## src/common/citc_pkg.sv

```systemverilog
// package: constants and types for the cpu interrupt and trap control block
package citc_pkg;
    // ------------------------------------------------------------
    // register map
    // ------------------------------------------------------------
    localparam logic [7:0] VEC_LOW_ADDR = 8'h33;
    localparam logic [7:0] TRAP_CTL_ADDR = 8'h34;
    localparam logic [7:0] VEC_HIGH_RST = 8'h00;
    localparam logic [7:0] VEC_LOW_RST = 8'h00;
    localparam int TRAP_FLAG_BIT = 7;
    localparam int UNDEF_POS_BIT = 6;
    localparam logic [2:0] EXT_EN_RST = 3'h1;
    localparam logic [7:0] VEC_LOW_MASK = 8'hE0;
    // ------------------------------------------------------------
    // restart addresses
    // ------------------------------------------------------------
    localparam logic [15:0] NMI_RESTART = 16'h0066;
    localparam logic [15:0] TRAP_RESTART = 16'h0000;
    localparam logic [15:0] MODE1_RESTART = 16'h0038;
    // ------------------------------------------------------------
    // sources, highest priority first
    // ------------------------------------------------------------
    localparam int NUM_SRC = 12;
    localparam int NUM_INTERNAL = 8;
    typedef enum logic [3:0]
    {
        SRC_TRAP = 4'h0,
        SRC_NMI = 4'h1,
        SRC_EXT_IRQ_0 = 4'h2,
        SRC_EXT_IRQ_1 = 4'h3,
        SRC_EXT_IRQ_2 = 4'h4,
        SRC_INTERNAL0 = 4'h5,
        SRC_NONE = 4'hF
    } citc_src_t;
    // five-bit low vector codes for ext_irq_1, ext_irq_2 and internal sources 0..6
    localparam logic [4:0] VEC_CODE_EXT_IRQ_1 = 5'h00;
    localparam logic [4:0] VEC_CODE_EXT_IRQ_2 = 5'h02;
    localparam logic [4:0] VEC_CODE_INTERNAL0 = 5'h04;
    localparam logic [4:0] VEC_CODE_STEP = 5'h02;
endpackage

```

## src/common/citc_pick_if.sv

```systemverilog
// interface: request vector into the priority picker and its choice
`timescale 1ns/1ps
interface citc_pick_if;
    logic [11:0] req;
    logic [3:0] idx;
    logic any;
    modport picker
    (
        input req,
        output idx,
        output any
    );
    modport user
    (
        output req,
        input idx,
        input any
    );
endinterface

```

## src/logic/citc_top.sv

```systemverilog
// cpu interrupt and trap control: flags, vector registers, arbitration
`timescale 1ns/1ps
// Contract
// - twelve sources, four external and eight internal, fixed priority
// - vector_base_high forms upper table byte; resets to zero
// - vector_base_high accessed only by accumulator transfers, not io
// - low table byte is vector_base_low top three bits plus source code
// - vector_base_low at io 33H, trap_control at 34H; low resets zero
// - trap_flag set on undefined opcode; write 0 clears, 1 ignored
// - undefined_byte_position read-only: 0 second byte, 1 third byte
// - three external enables mask inputs; reset gives 001
// - global enable low masks all maskable; enable sets, disable clears both
// - nmi accept copies global into saved then clears global
// - nmi return copies saved into global, saved unchanged
// - reset clears both enable flags
// - maskable accept clears both flags; return_from_interrupt and trap leave them
// - flag-reading loads copy saved enable into parity flag
// - no sampling during enable, disable or flag-reading loads
// - undefined opcode traps regardless of global enable, mode-0 too
// - trap sets flag, pushes pc, restarts at zero
// - no bus release, refresh, dma or wait right after trap state
// - nmi falling-edge latched; acknowledge clears dma enable, vector 0066H
// - ext_irq_0 needs global enable and its own enable; sampled at boundary
module citc_top
(
    input wire logic ref_clk_i,
    input wire logic sys_rst_i,
    // external pins, active low; internal requests, active high
    input wire logic nmi_n_i,
    input wire logic [2:0] ext_irq_n_i,
    input wire logic [7:0] internal_irq_i,
    // io bus for internal registers
    input wire logic [7:0] io_addr_i,
    input wire logic io_wr_i,
    input wire logic io_rd_i,
    input wire logic [7:0] io_wdata_i,
    output logic [7:0] io_rdata_o,
    // sequencer instruction events
    input wire logic instr_boundary_i,
    input wire logic ei_instr_i,
    input wire logic di_instr_i,
    input wire logic return_from_nonmaskable_instr_i,
    input wire logic return_from_interrupt_instr_i,
    input wire logic ld_a_flag_i,
    input wire logic ld_vec_high_i,
    input wire logic [7:0] acc_i,
    input wire logic undef_opcode_i,
    input wire logic undef_third_byte_i,
    input wire logic trap_state_i,
    // answers to the sequencer
    output logic [7:0] vec_high_o,
    output logic parity_flag_o,
    output logic parity_flag_we_o,
    output logic accept_o,
    output logic [3:0] accept_src_o,
    output logic push_pc_o,
    output logic [15:0] restart_addr_o,
    output logic [15:0] table_addr_o,
    output logic table_valid_o,
    output logic dma_disable_o,
    output logic cycle_inhibit_o,
    output logic global_int_enable_o
);
    // ------------------------------------------------------------
    // state
    // ------------------------------------------------------------
    typedef struct packed
    {
        logic [7:0] vec_high;
        logic [7:0] vec_low;
        logic trap_flag;
        logic undef_pos;
        logic [2:0] ext_en;
        logic gie;
        logic sie;
        logic nmi_prev;
        logic nmi_latch;
        logic sample_block;
        logic [7:0] rdata;
        logic pf;
        logic pf_we;
        logic accept;
        logic [3:0] src;
        logic push;
        logic [15:0] restart;
        logic [15:0] table_addr;
        logic table_valid;
        logic dma_dis;
        logic inhibit;
    } citc_state_t;

    citc_state_t cur_ff;
    citc_state_t nxt_cur;
    citc_pick_if pick ();
    logic [11:0] req;
    logic [7:0] trap_ctl_view;
    logic nmi_fall;

    // ------------------------------------------------------------
    // priority picker instance
    // ------------------------------------------------------------
    citc_prio_pick u_pick
    (
        .pick(pick)
    );

    // ------------------------------------------------------------
    // nmi edge and register views
    // ------------------------------------------------------------
    // falling edge of the nmi pin; prev resets high like the idle pin,
    // so no false edge appears right after reset
    assign nmi_fall = cur_ff.nmi_prev & ~nmi_n_i;
    // trap_control as read: flag, byte position, zero gap, three enables
    assign trap_ctl_view = {cur_ff.trap_flag, cur_ff.undef_pos, 3'h0, cur_ff.ext_en};

    // ------------------------------------------------------------
    // request vector
    // ------------------------------------------------------------
    // trap, nmi, then maskable externals and internals;
    // index order is the priority order, lowest index wins.
    // internal line 7 is the trap's slot and never arbitrates,
    // so only seven internal lines reach the picker
    always_comb
    begin
        req[0] = undef_opcode_i;
        req[1] = cur_ff.nmi_latch | nmi_fall;
        req[2] = cur_ff.gie & cur_ff.ext_en[0] & ~ext_irq_n_i[0];
        req[3] = cur_ff.gie & cur_ff.ext_en[1] & ~ext_irq_n_i[1];
        req[4] = cur_ff.gie & cur_ff.ext_en[2] & ~ext_irq_n_i[2];
        req[11:5] = {7{cur_ff.gie}} & internal_irq_i[6:0];
    end
    assign pick.req = req;

    // ------------------------------------------------------------
    // next state
    // ------------------------------------------------------------
    // one pass decides everything for the next edge:
    // pulses drop first, then io access, then flag instructions,
    // then the trap, then arbitration. later assignments win,
    // so a trap set beats a clearing write in the same cycle
    // and an accepted nmi clears the latch its own edge set.
    // the user must not expect a boundary to be honoured in the
    // cycle of, or right after, an enable, disable or flag load
    always_comb
    begin
        logic boundary;
        logic [4:0] code;
        boundary = 1'b0;
        code = 5'h00;
        nxt_cur = cur_ff;
        nxt_cur.accept = 1'b0;
        nxt_cur.push = 1'b0;
        nxt_cur.table_valid = 1'b0;
        nxt_cur.dma_dis = 1'b0;
        nxt_cur.pf_we = 1'b0;
        // no cycle insertion after trap state
        nxt_cur.inhibit = trap_state_i;
        nxt_cur.nmi_prev = nmi_n_i;
        if (nmi_fall)
        begin
            nxt_cur.nmi_latch = 1'b1;
        end
        nxt_cur.sample_block = ei_instr_i | di_instr_i | ld_a_flag_i;
        // read data is registered and stands until the next read
        // io register reads
        if (io_rd_i && io_addr_i == citc_pkg::VEC_LOW_ADDR)
        begin
            nxt_cur.rdata = cur_ff.vec_low & citc_pkg::VEC_LOW_MASK;
        end
        else if (io_rd_i && io_addr_i == citc_pkg::TRAP_CTL_ADDR)
        begin
            nxt_cur.rdata = trap_ctl_view;
        end
        else if (io_rd_i)
        begin
            nxt_cur.rdata = 8'h00;
        end
        if (io_wr_i && io_addr_i == citc_pkg::VEC_LOW_ADDR)
        begin
            nxt_cur.vec_low = io_wdata_i & citc_pkg::VEC_LOW_MASK;
        end
        else if (io_wr_i && io_addr_i == citc_pkg::TRAP_CTL_ADDR)
        begin
            nxt_cur.ext_en = io_wdata_i[2:0];
            if (!io_wdata_i[citc_pkg::TRAP_FLAG_BIT])
            begin
                nxt_cur.trap_flag = 1'b0;
            end
        end
        if (ld_vec_high_i)
        begin
            nxt_cur.vec_high = acc_i;
        end
        if (ld_a_flag_i)
        begin
            nxt_cur.pf = cur_ff.sie;
            nxt_cur.pf_we = 1'b1;
        end
        if (ei_instr_i)
        begin
            nxt_cur.gie = 1'b1;
            nxt_cur.sie = 1'b1;
        end
        else if (di_instr_i)
        begin
            nxt_cur.gie = 1'b0;
            nxt_cur.sie = 1'b0;
        end
        else if (return_from_nonmaskable_instr_i)
        begin
            nxt_cur.gie = cur_ff.sie;
        end
        // blocking covers the instruction itself and the cycle after,
        // so the saved flag copied to parity is never stale
        // one decision per boundary
        boundary = instr_boundary_i & ~cur_ff.sample_block & ~ei_instr_i & ~di_instr_i & ~ld_a_flag_i;
        // trap preempts, taken even when sampling blocked
        if (undef_opcode_i)
        begin
            nxt_cur.trap_flag = 1'b1;
            nxt_cur.undef_pos = undef_third_byte_i;
            nxt_cur.accept = 1'b1;
            nxt_cur.src = citc_pkg::SRC_TRAP;
            nxt_cur.push = 1'b1;
            nxt_cur.restart = citc_pkg::TRAP_RESTART;
        end
        else if (boundary && pick.any)
        begin
            nxt_cur.accept = 1'b1;
            nxt_cur.src = pick.idx;
            nxt_cur.push = 1'b1;
            if (pick.idx == citc_pkg::SRC_NMI)
            begin
                nxt_cur.sie = cur_ff.gie;
                nxt_cur.gie = 1'b0;
                nxt_cur.nmi_latch = 1'b0;
                nxt_cur.dma_dis = 1'b1;
                nxt_cur.restart = citc_pkg::NMI_RESTART;
            end
            else
            begin
                nxt_cur.gie = 1'b0;
                nxt_cur.sie = 1'b0;
                nxt_cur.restart = citc_pkg::MODE1_RESTART;
                if (pick.idx == citc_pkg::SRC_EXT_IRQ_1)
                begin
                    code = citc_pkg::VEC_CODE_EXT_IRQ_1;
                end
                else if (pick.idx == citc_pkg::SRC_EXT_IRQ_2)
                begin
                    code = citc_pkg::VEC_CODE_EXT_IRQ_2;
                end
                else if (pick.idx != citc_pkg::SRC_EXT_IRQ_0)
                begin
                    code = 5'(citc_pkg::VEC_CODE_INTERNAL0
                        + (5'(pick.idx - citc_pkg::SRC_INTERNAL0) << 1));
                end
                nxt_cur.table_addr = {cur_ff.vec_high, cur_ff.vec_low[7:5], code};
                nxt_cur.table_valid = (pick.idx != citc_pkg::SRC_EXT_IRQ_0);
                // ext_irq_0 data bus modes fetch their vector in the sequencer itself; no table entry
                if (pick.idx == citc_pkg::SRC_EXT_IRQ_0)
                begin
                    nxt_cur.table_addr = {cur_ff.vec_high, 8'h00};
                end
            end
        end
        // return_from_interrupt leaves both flags untouched
        if (return_from_interrupt_instr_i)
        begin
            nxt_cur.gie = nxt_cur.gie;
        end
    end

    // ------------------------------------------------------------
    // state register
    // ------------------------------------------------------------
    // synchronous reset: all pulses and flags drop, registers take
    // their reset values, pending nmi edge is forgotten
    always_ff @(posedge ref_clk_i)
    begin
        if (sys_rst_i)
        begin
            cur_ff <= '0;
            cur_ff.vec_high <= citc_pkg::VEC_HIGH_RST;
            cur_ff.vec_low <= citc_pkg::VEC_LOW_RST;
            cur_ff.ext_en <= citc_pkg::EXT_EN_RST;
            cur_ff.gie <= 1'b0;
            cur_ff.sie <= 1'b0;
            cur_ff.nmi_prev <= 1'b1;
        end
        else
        begin
            cur_ff <= nxt_cur;
        end
    end

    // ------------------------------------------------------------
    // outputs
    // ------------------------------------------------------------
    // every output is a plain view of the state register,
    // so the sequencer sees no combinational path from its inputs
    assign io_rdata_o = cur_ff.rdata;
    assign vec_high_o = cur_ff.vec_high;
    assign parity_flag_o = cur_ff.pf;
    assign parity_flag_we_o = cur_ff.pf_we;
    assign accept_o = cur_ff.accept;
    assign accept_src_o = cur_ff.src;
    assign push_pc_o = cur_ff.push;
    assign restart_addr_o = cur_ff.restart;
    assign table_addr_o = cur_ff.table_addr;
    assign table_valid_o = cur_ff.table_valid;
    assign dma_disable_o = cur_ff.dma_dis;
    assign cycle_inhibit_o = cur_ff.inhibit;
    assign global_int_enable_o = cur_ff.gie;
endmodule // citc_top

```

## src/logic/citc_prio_pick.sv

```systemverilog
// fixed priority picker: lowest index wins
`timescale 1ns/1ps
module citc_prio_pick
(
    citc_pick_if.picker pick
);
    // ------------------------------------------------------------
    // search from the top index down so the lowest set index remains
    // ------------------------------------------------------------
    always_comb
    begin
        pick.idx = 4'hF;
        pick.any = 1'b0;
        for (int k = citc_pkg::NUM_SRC - 1; k >= 0; k--)
        begin
            if (pick.req[k])
            begin
                pick.idx = 4'(k);
                pick.any = 1'b1;
            end
        end
    end
endmodule // citc_prio_pick

```

## config.mk

```make
export PLATFORM = sky130hd
export DESIGN_NAME = citc_top
export DESIGN_NICKNAME = d
export VERILOG_FILES = /design/src/common/citc_pkg.sv /design/src/common/citc_pick_if.sv /design/src/logic/citc_top.sv /design/src/logic/citc_prio_pick.sv
export SDC_FILE = /design/constraint.sdc
export NUM_CORES = 1
export LEC_CHECK = 0
export ABC_AREA = 1
export BUFFER_PORTS_ARGS = -buffer_cell sky130_fd_sc_hd__buf_2
export CAP_MARGIN = 15
export CORE_ASPECT_RATIO = 0.6
export CORE_UTILIZATION = 50
export CTS_BUF_LIST = sky130_fd_sc_hd__clkbuf_2
export DETAILED_ROUTE_END_ITERATION = 8
export PLACE_DENSITY_LB_ADDON = 0.2
export SYNTH_ARGS = -nofsm -noshare
export SYNTH_HDL_FRONTEND = slang
export SYNTH_SLANG_ARGS = --single-unit
```

## constraint.sdc

```tcl
create_clock -name ref_clk_i -period 2.5 [get_ports ref_clk_i]
set_input_delay 0.5 -clock ref_clk_i [delete_from_list [all_inputs] [get_ports ref_clk_i]]
set_output_delay 0.5 -clock ref_clk_i [all_outputs]
set_load 0.05 [all_outputs]
```

==> run_summary.xml <==
<?xml version="1.0" encoding="UTF-8"?>
<metrics>
  <group name="logic_synthesis">
    <metric name="yosysWarningCount" unit="">0</metric>
    <metric name="synth_top_area_share" unit="%">40.1</metric>
    <metric name="ys_ff_latch" unit="">55</metric>
    <metric name="yosysSeqAreaShare" unit="%">40.1</metric>
    <metric name="synthDominantAreaCellType" unit="">dfxtp_1</metric>
    <metric name="syn_area_per_cell" unit="um^2">7.47</metric>
    <metric name="yosys.cell_types.count" unit="">36</metric>
    <metric name="synth_cells" unit="">368</metric>
    <metric name="netlist_area" unit="um^2">2750</metric>
    <metric name="synth_area_leaders" unit="">dfxtp_1, buf_4, nor2_1</metric>
  </group>
  <group name="global_routing">
    <metric name="track_usage" unit="%">20.7</metric>
    <metric name="grt_pass1_wl" unit="um">9460</metric>
    <metric name="grt.overflow.total" unit="">0</metric>
    <metric name="maximum_number_of_pins_on_one_net_before_global_route_repair" unit="">20</metric>
    <metric name="antenna_found_initial" unit="">0</metric>
    <metric name="grt_pass1_vias" unit="">2100</metric>
  </group>
  <group name="place">
    <metric name="postPlaceCellArea" unit="um^2">2910</metric>
    <metric name="place.detailed.hpwl" unit="um">4330</metric>
    <metric name="gp_congestion" unit="">0.856</metric>
    <metric name="place.port_buffers" unit="">92</metric>
    <metric name="dp_worst_setup_slack" unit="ns">0.0599</metric>
    <metric name="total_instance_count_after_detailed_placement" unit="">480</metric>
  </group>
  <group name="worst_setup_path">
    <metric name="crit_fanout" unit="">13</metric>
    <metric name="worst_ep_required_time" unit="ns">2.86</metric>
    <metric name="path_depth" unit="">15</metric>
    <metric name="timing.critical_path.to_type" unit="">flop</metric>
    <metric name="crit_path_top_delay_cell" unit="">dfxtp_4</metric>
    <metric name="cp_data_arrival_time" unit="ns">2.54</metric>
    <metric name="r2r_cell_count" unit="">15</metric>
    <metric name="worst_path_dominant_cell_family" unit="">simple AND/OR/NAND/NOR gates</metric>
    <metric name="crit_buf_inv" unit="">3</metric>
    <metric name="cpPeakStageDelay" unit="ns">0.45</metric>
    <metric name="worstSetupPathType" unit="">flop to flop</metric>
    <metric name="timing.critical_path.from_type" unit="">flop</metric>
    <metric name="most_prevalent_standard_cell_on_the_critical_path" unit="">nand2_1</metric>
    <metric name="cp_cell_instances" unit="">nand2_1 &gt; nor2_2 &gt; inv_1 &gt; nand2_1 &gt; nand2_1 &gt; nand2_1 &gt; nand2_1 &gt; nand2_1 &gt; inv_1 &gt; ha_1 &gt; nand2_1 &gt; nand3_4 &gt; buf_4 &gt; o21ai_1 &gt; nor2_1</metric>
  </group>
  <group name="floorplan">
    <metric name="design.die.area" unit="um^2">5810</metric>
    <metric name="initial_utilization" unit="%">53.0</metric>
    <metric name="placement_rows" unit="">20</metric>
    <metric name="die_y" unit="um">59.4</metric>
    <metric name="die_w" unit="um">97.7</metric>
    <metric name="core" unit="um^2">5180</metric>
    <metric name="floorplan.io_pins" unit="">110</metric>
  </group>
  <group name="clocking">
    <metric name="cts_buffers" unit="">5</metric>
    <metric name="ctsHtreeMaxLevel" unit="">2</metric>
    <metric name="cts-root-to-sink-buffers" unit="">2</metric>
    <metric name="cts-root-buf" unit="">clkbuf_2</metric>
    <metric name="reg_clk_slew_reported_paths" unit="ns">0.26</metric>
    <metric name="cts_hold_buf" unit="">0</metric>
    <metric name="cts_sinks" unit="">55</metric>
    <metric name="clock_insertion_delay_worst_skew" unit="ns">0.44</metric>
    <metric name="cts_tree" unit="">yes</metric>
  </group>
  <group name="final_layout">
    <metric name="finalNonFillerCells" unit="">488</metric>
    <metric name="num-fill-cells" unit="">520</metric>
    <metric name="area_growth_syn_to_layout" unit="%">7.70</metric>
    <metric name="n_antenna_cell" unit="">0</metric>
    <metric name="finish.net_count" unit="">476</metric>
    <metric name="post_route_cells_drive_above_1_share" unit="%">29.6</metric>
    <metric name="seqCellArea" unit="um^2">1110</metric>
    <metric name="area_taken_by_multi_input_logic_gates" unit="um^2">1080</metric>
    <metric name="post-route-cell-area" unit="um^2">2960</metric>
    <metric name="final_core_utilization" unit="%">57.1</metric>
  </group>
  <group name="power">
    <metric name="power_frac_clock" unit="%">21.7</metric>
    <metric name="power.static_leakage" unit="uW">0.00153</metric>
    <metric name="share_of_total_power_consumed_by_net_switching" unit="%">31.9</metric>
    <metric name="power.share.sequential" unit="%">59.2</metric>
    <metric name="switchingPower" unit="uW">495</metric>
    <metric name="power-per-cell-area" unit="nW/um^2">524</metric>
    <metric name="comb_power_share" unit="%">19.1</metric>
    <metric name="vdd.ir_drop.worst" unit="V">0.000267</metric>
    <metric name="cellInternalPower" unit="uW">1060</metric>
  </group>
  <group name="drt">
    <metric name="dr.pass1.iters" unit="">7</metric>
    <metric name="routed_wl" unit="um">5480</metric>
    <metric name="vias" unit="">2297</metric>
    <metric name="vias_per_cell" unit="">4.71</metric>
    <metric name="drt_drc_violations_left" unit="">18</metric>
    <metric name="detail-route-antenna-nets" unit="">0</metric>
    <metric name="initialDrtViolationCount" unit="">91</metric>
    <metric name="route.detailed.wl_per_inst" unit="um">11.2</metric>
  </group>
  <group name="sta">
    <metric name="rsz0062_at_grt" unit="">false</metric>
    <metric name="slew_viol_final" unit="">0</metric>
    <metric name="finalCritPeriodShare" unit="%">87.3</metric>
    <metric name="setup_viol_count_final" unit="">0</metric>
    <metric name="fmax" unit="MHz">458</metric>
    <metric name="timing.setup.tns" unit="ns">0</metric>
    <metric name="timing.final.crit_period" unit="ns">2.18</metric>
    <metric name="final-hold-violation-count" unit="">0</metric>
    <metric name="worst_slack" unit="ns">0.317</metric>
    <metric name="worst_clock_skew_on_the_final_layout" unit="ns">0.0233</metric>
  </group>
  <group name="min_path">
    <metric name="min_path_cells" unit="">3</metric>
    <metric name="hold_class" unit="">primary input to flop</metric>
  </group>
  <group name="run_status">
    <metric name="violated_checks" unit="">DRC</metric>
    <metric name="result_of_the_run" unit="">finished, violations left</metric>
  </group>
  <group name="run">
    <metric name="maxCapViolCount" unit="">0</metric>
  </group>
</metrics>
[synth_stat cells]
master and instances:
o22ai_1 1, or3_1 1, buf_6 1, ha_1 5
a21oi_2 1, nand3_1 9, buf_4 53, nand2_2 4
nand2_4 1, o21ai_0 19, nor3_2 1, o211ai_1 4
nand4_1 2, inv_2 5, buf_8 1, nor2_2 3
o21ai_2 1, conb_1 1, a21oi_1 16, a22oi_1 2
nor2_1 64, nor3_1 4, nand3b_1 1, o31ai_1 3
inv_1 36, a211oi_1 4, nand3_4 1, xor2_1 1
nand2_1 50, nor2_4 1, clkbuf_1 6, or2_4 1
dfxtp_1 55, inv_4 1, a31oi_1 1, o21ai_1 8
[layout by cell type (no fill, tap or decap), types with 2 or more instances in the layout]
master / n
buf_4: 3
nor2_1: 64
nand4_1: 2
conb_1: 13
nand2_2: 4
nor3_1: 4
o211ai_1: 4
o21ai_0: 18
a211oi_1: 4
clkbuf_2: 6
nand3_1: 9
buf_2: 92
ha_1: 5
inv_2: 5
o31ai_1: 3
dfxtp_1: 53
nand2_1: 50
inv_1: 36
o21ai_1: 9
a22oi_1: 2
a21oi_1: 16
nor2_2: 3
[power by group through the flow]
stage / registers, uW / clock network, uW / logic, uW
2_1_floorplan: 948 / 0 / 234
3_3_place_gp: 934 / 0 / 291
3_5_place_dp: 935 / 0 / 296
4_1_cts: 919 / 353 / 297
5_1_grt: 924 / 399 / 326
6_report: 918 / 336 / 297
[sequential cells by signal, indices dropped and copies added, names as in the netlist]
name                 count
parity_flag_o            1
accept_src_o             4
accept_o                 1
table_addr_o            15
vec_high_o               8
restart_addr_o           3
cycle_inhibit_o          1
global_int_enable_o      1
parity_flag_we_o         1
dma_disable_o            1
cur_ff                  12
table_valid_o            1
io_rdata_o               6
[what timing repair did]
action	in CTS	in global routing
resized for setup	0	4
endpoints found under the hold margin	0	0
setup endpoints to repair	0	14
setup buffers	0	0
[worst paths after layout]
check / from / endpoint / slack, ns
hold reg to reg: cur_ff[59]$_SDFFE_PP0P_ / cur_ff[59]$_SDFFE_PP0P_ / 0.48
setup / recovery: global_int_enable_o$_SDFF_PP0_ / table_addr_o[8]$_SDFFE_PP0P_ / 0.32
setup reg to reg: global_int_enable_o$_SDFF_PP0_ / table_addr_o[8]$_SDFFE_PP0P_ / 0.32
hold / removal: nmi_n_i / cur_ff[53]$_SDFF_PP1_ / 0.23
[metal layers]
metal	vias to the layer above	share of wire [%]	track usage, %
met5	-	0	0
met4	0	1.1	7.14
met3	9	4.9	4.95
met2	66	43	34.8
met1	1017	51	26.8
li1	1205	-	-
[kinds of logic (layout without fill, tap and decap cells)]
group / after synthesis / count (layout) / synth area share (%)
simple gates: 143 / 143 / 22.6
buf+inv: 103 / 145 / 22.1
compound gates: 60 / 60 / 12.5
flops: 55 / 55 / 40.1
fa+ha+maj: 5 / 5 / 2.28
other cells: 1 / 13 / 0.136
xor+xnor: 1 / 1 / 0.319
[metrics by stage]
step	total power (uW)	hold WS [ns]
3_3_place_gp	1230	0.440
3_5_place_dp	1230	0.447
4_1_cts	1570	0.205
6_report	1550	0.230
5_1_grt	1650	0.148
2_1_floorplan	1180	0.419
[layout make-up]
| type | count | share of cell area, % |
|---|---|---|
| inverter | 42 | 5.41 |
| tap | 66 | 2.79 |
| clock buffer | 6 | 1.01 |
| clock inverter | 2 | 0.423 |
| timing repair buffer | 95 | 16.3 |
| multi-input combinational | 222 | 36.7 |
| sequential | 55 | 37.4 |
[tightest hold or removal path, delay by kind of cell]
family | cells | cell delay [ns]
buf+inv | 2 | 0.12
simple gates | 1 | 0.04
Note: power is estimated with default switching activity, not from simulation.
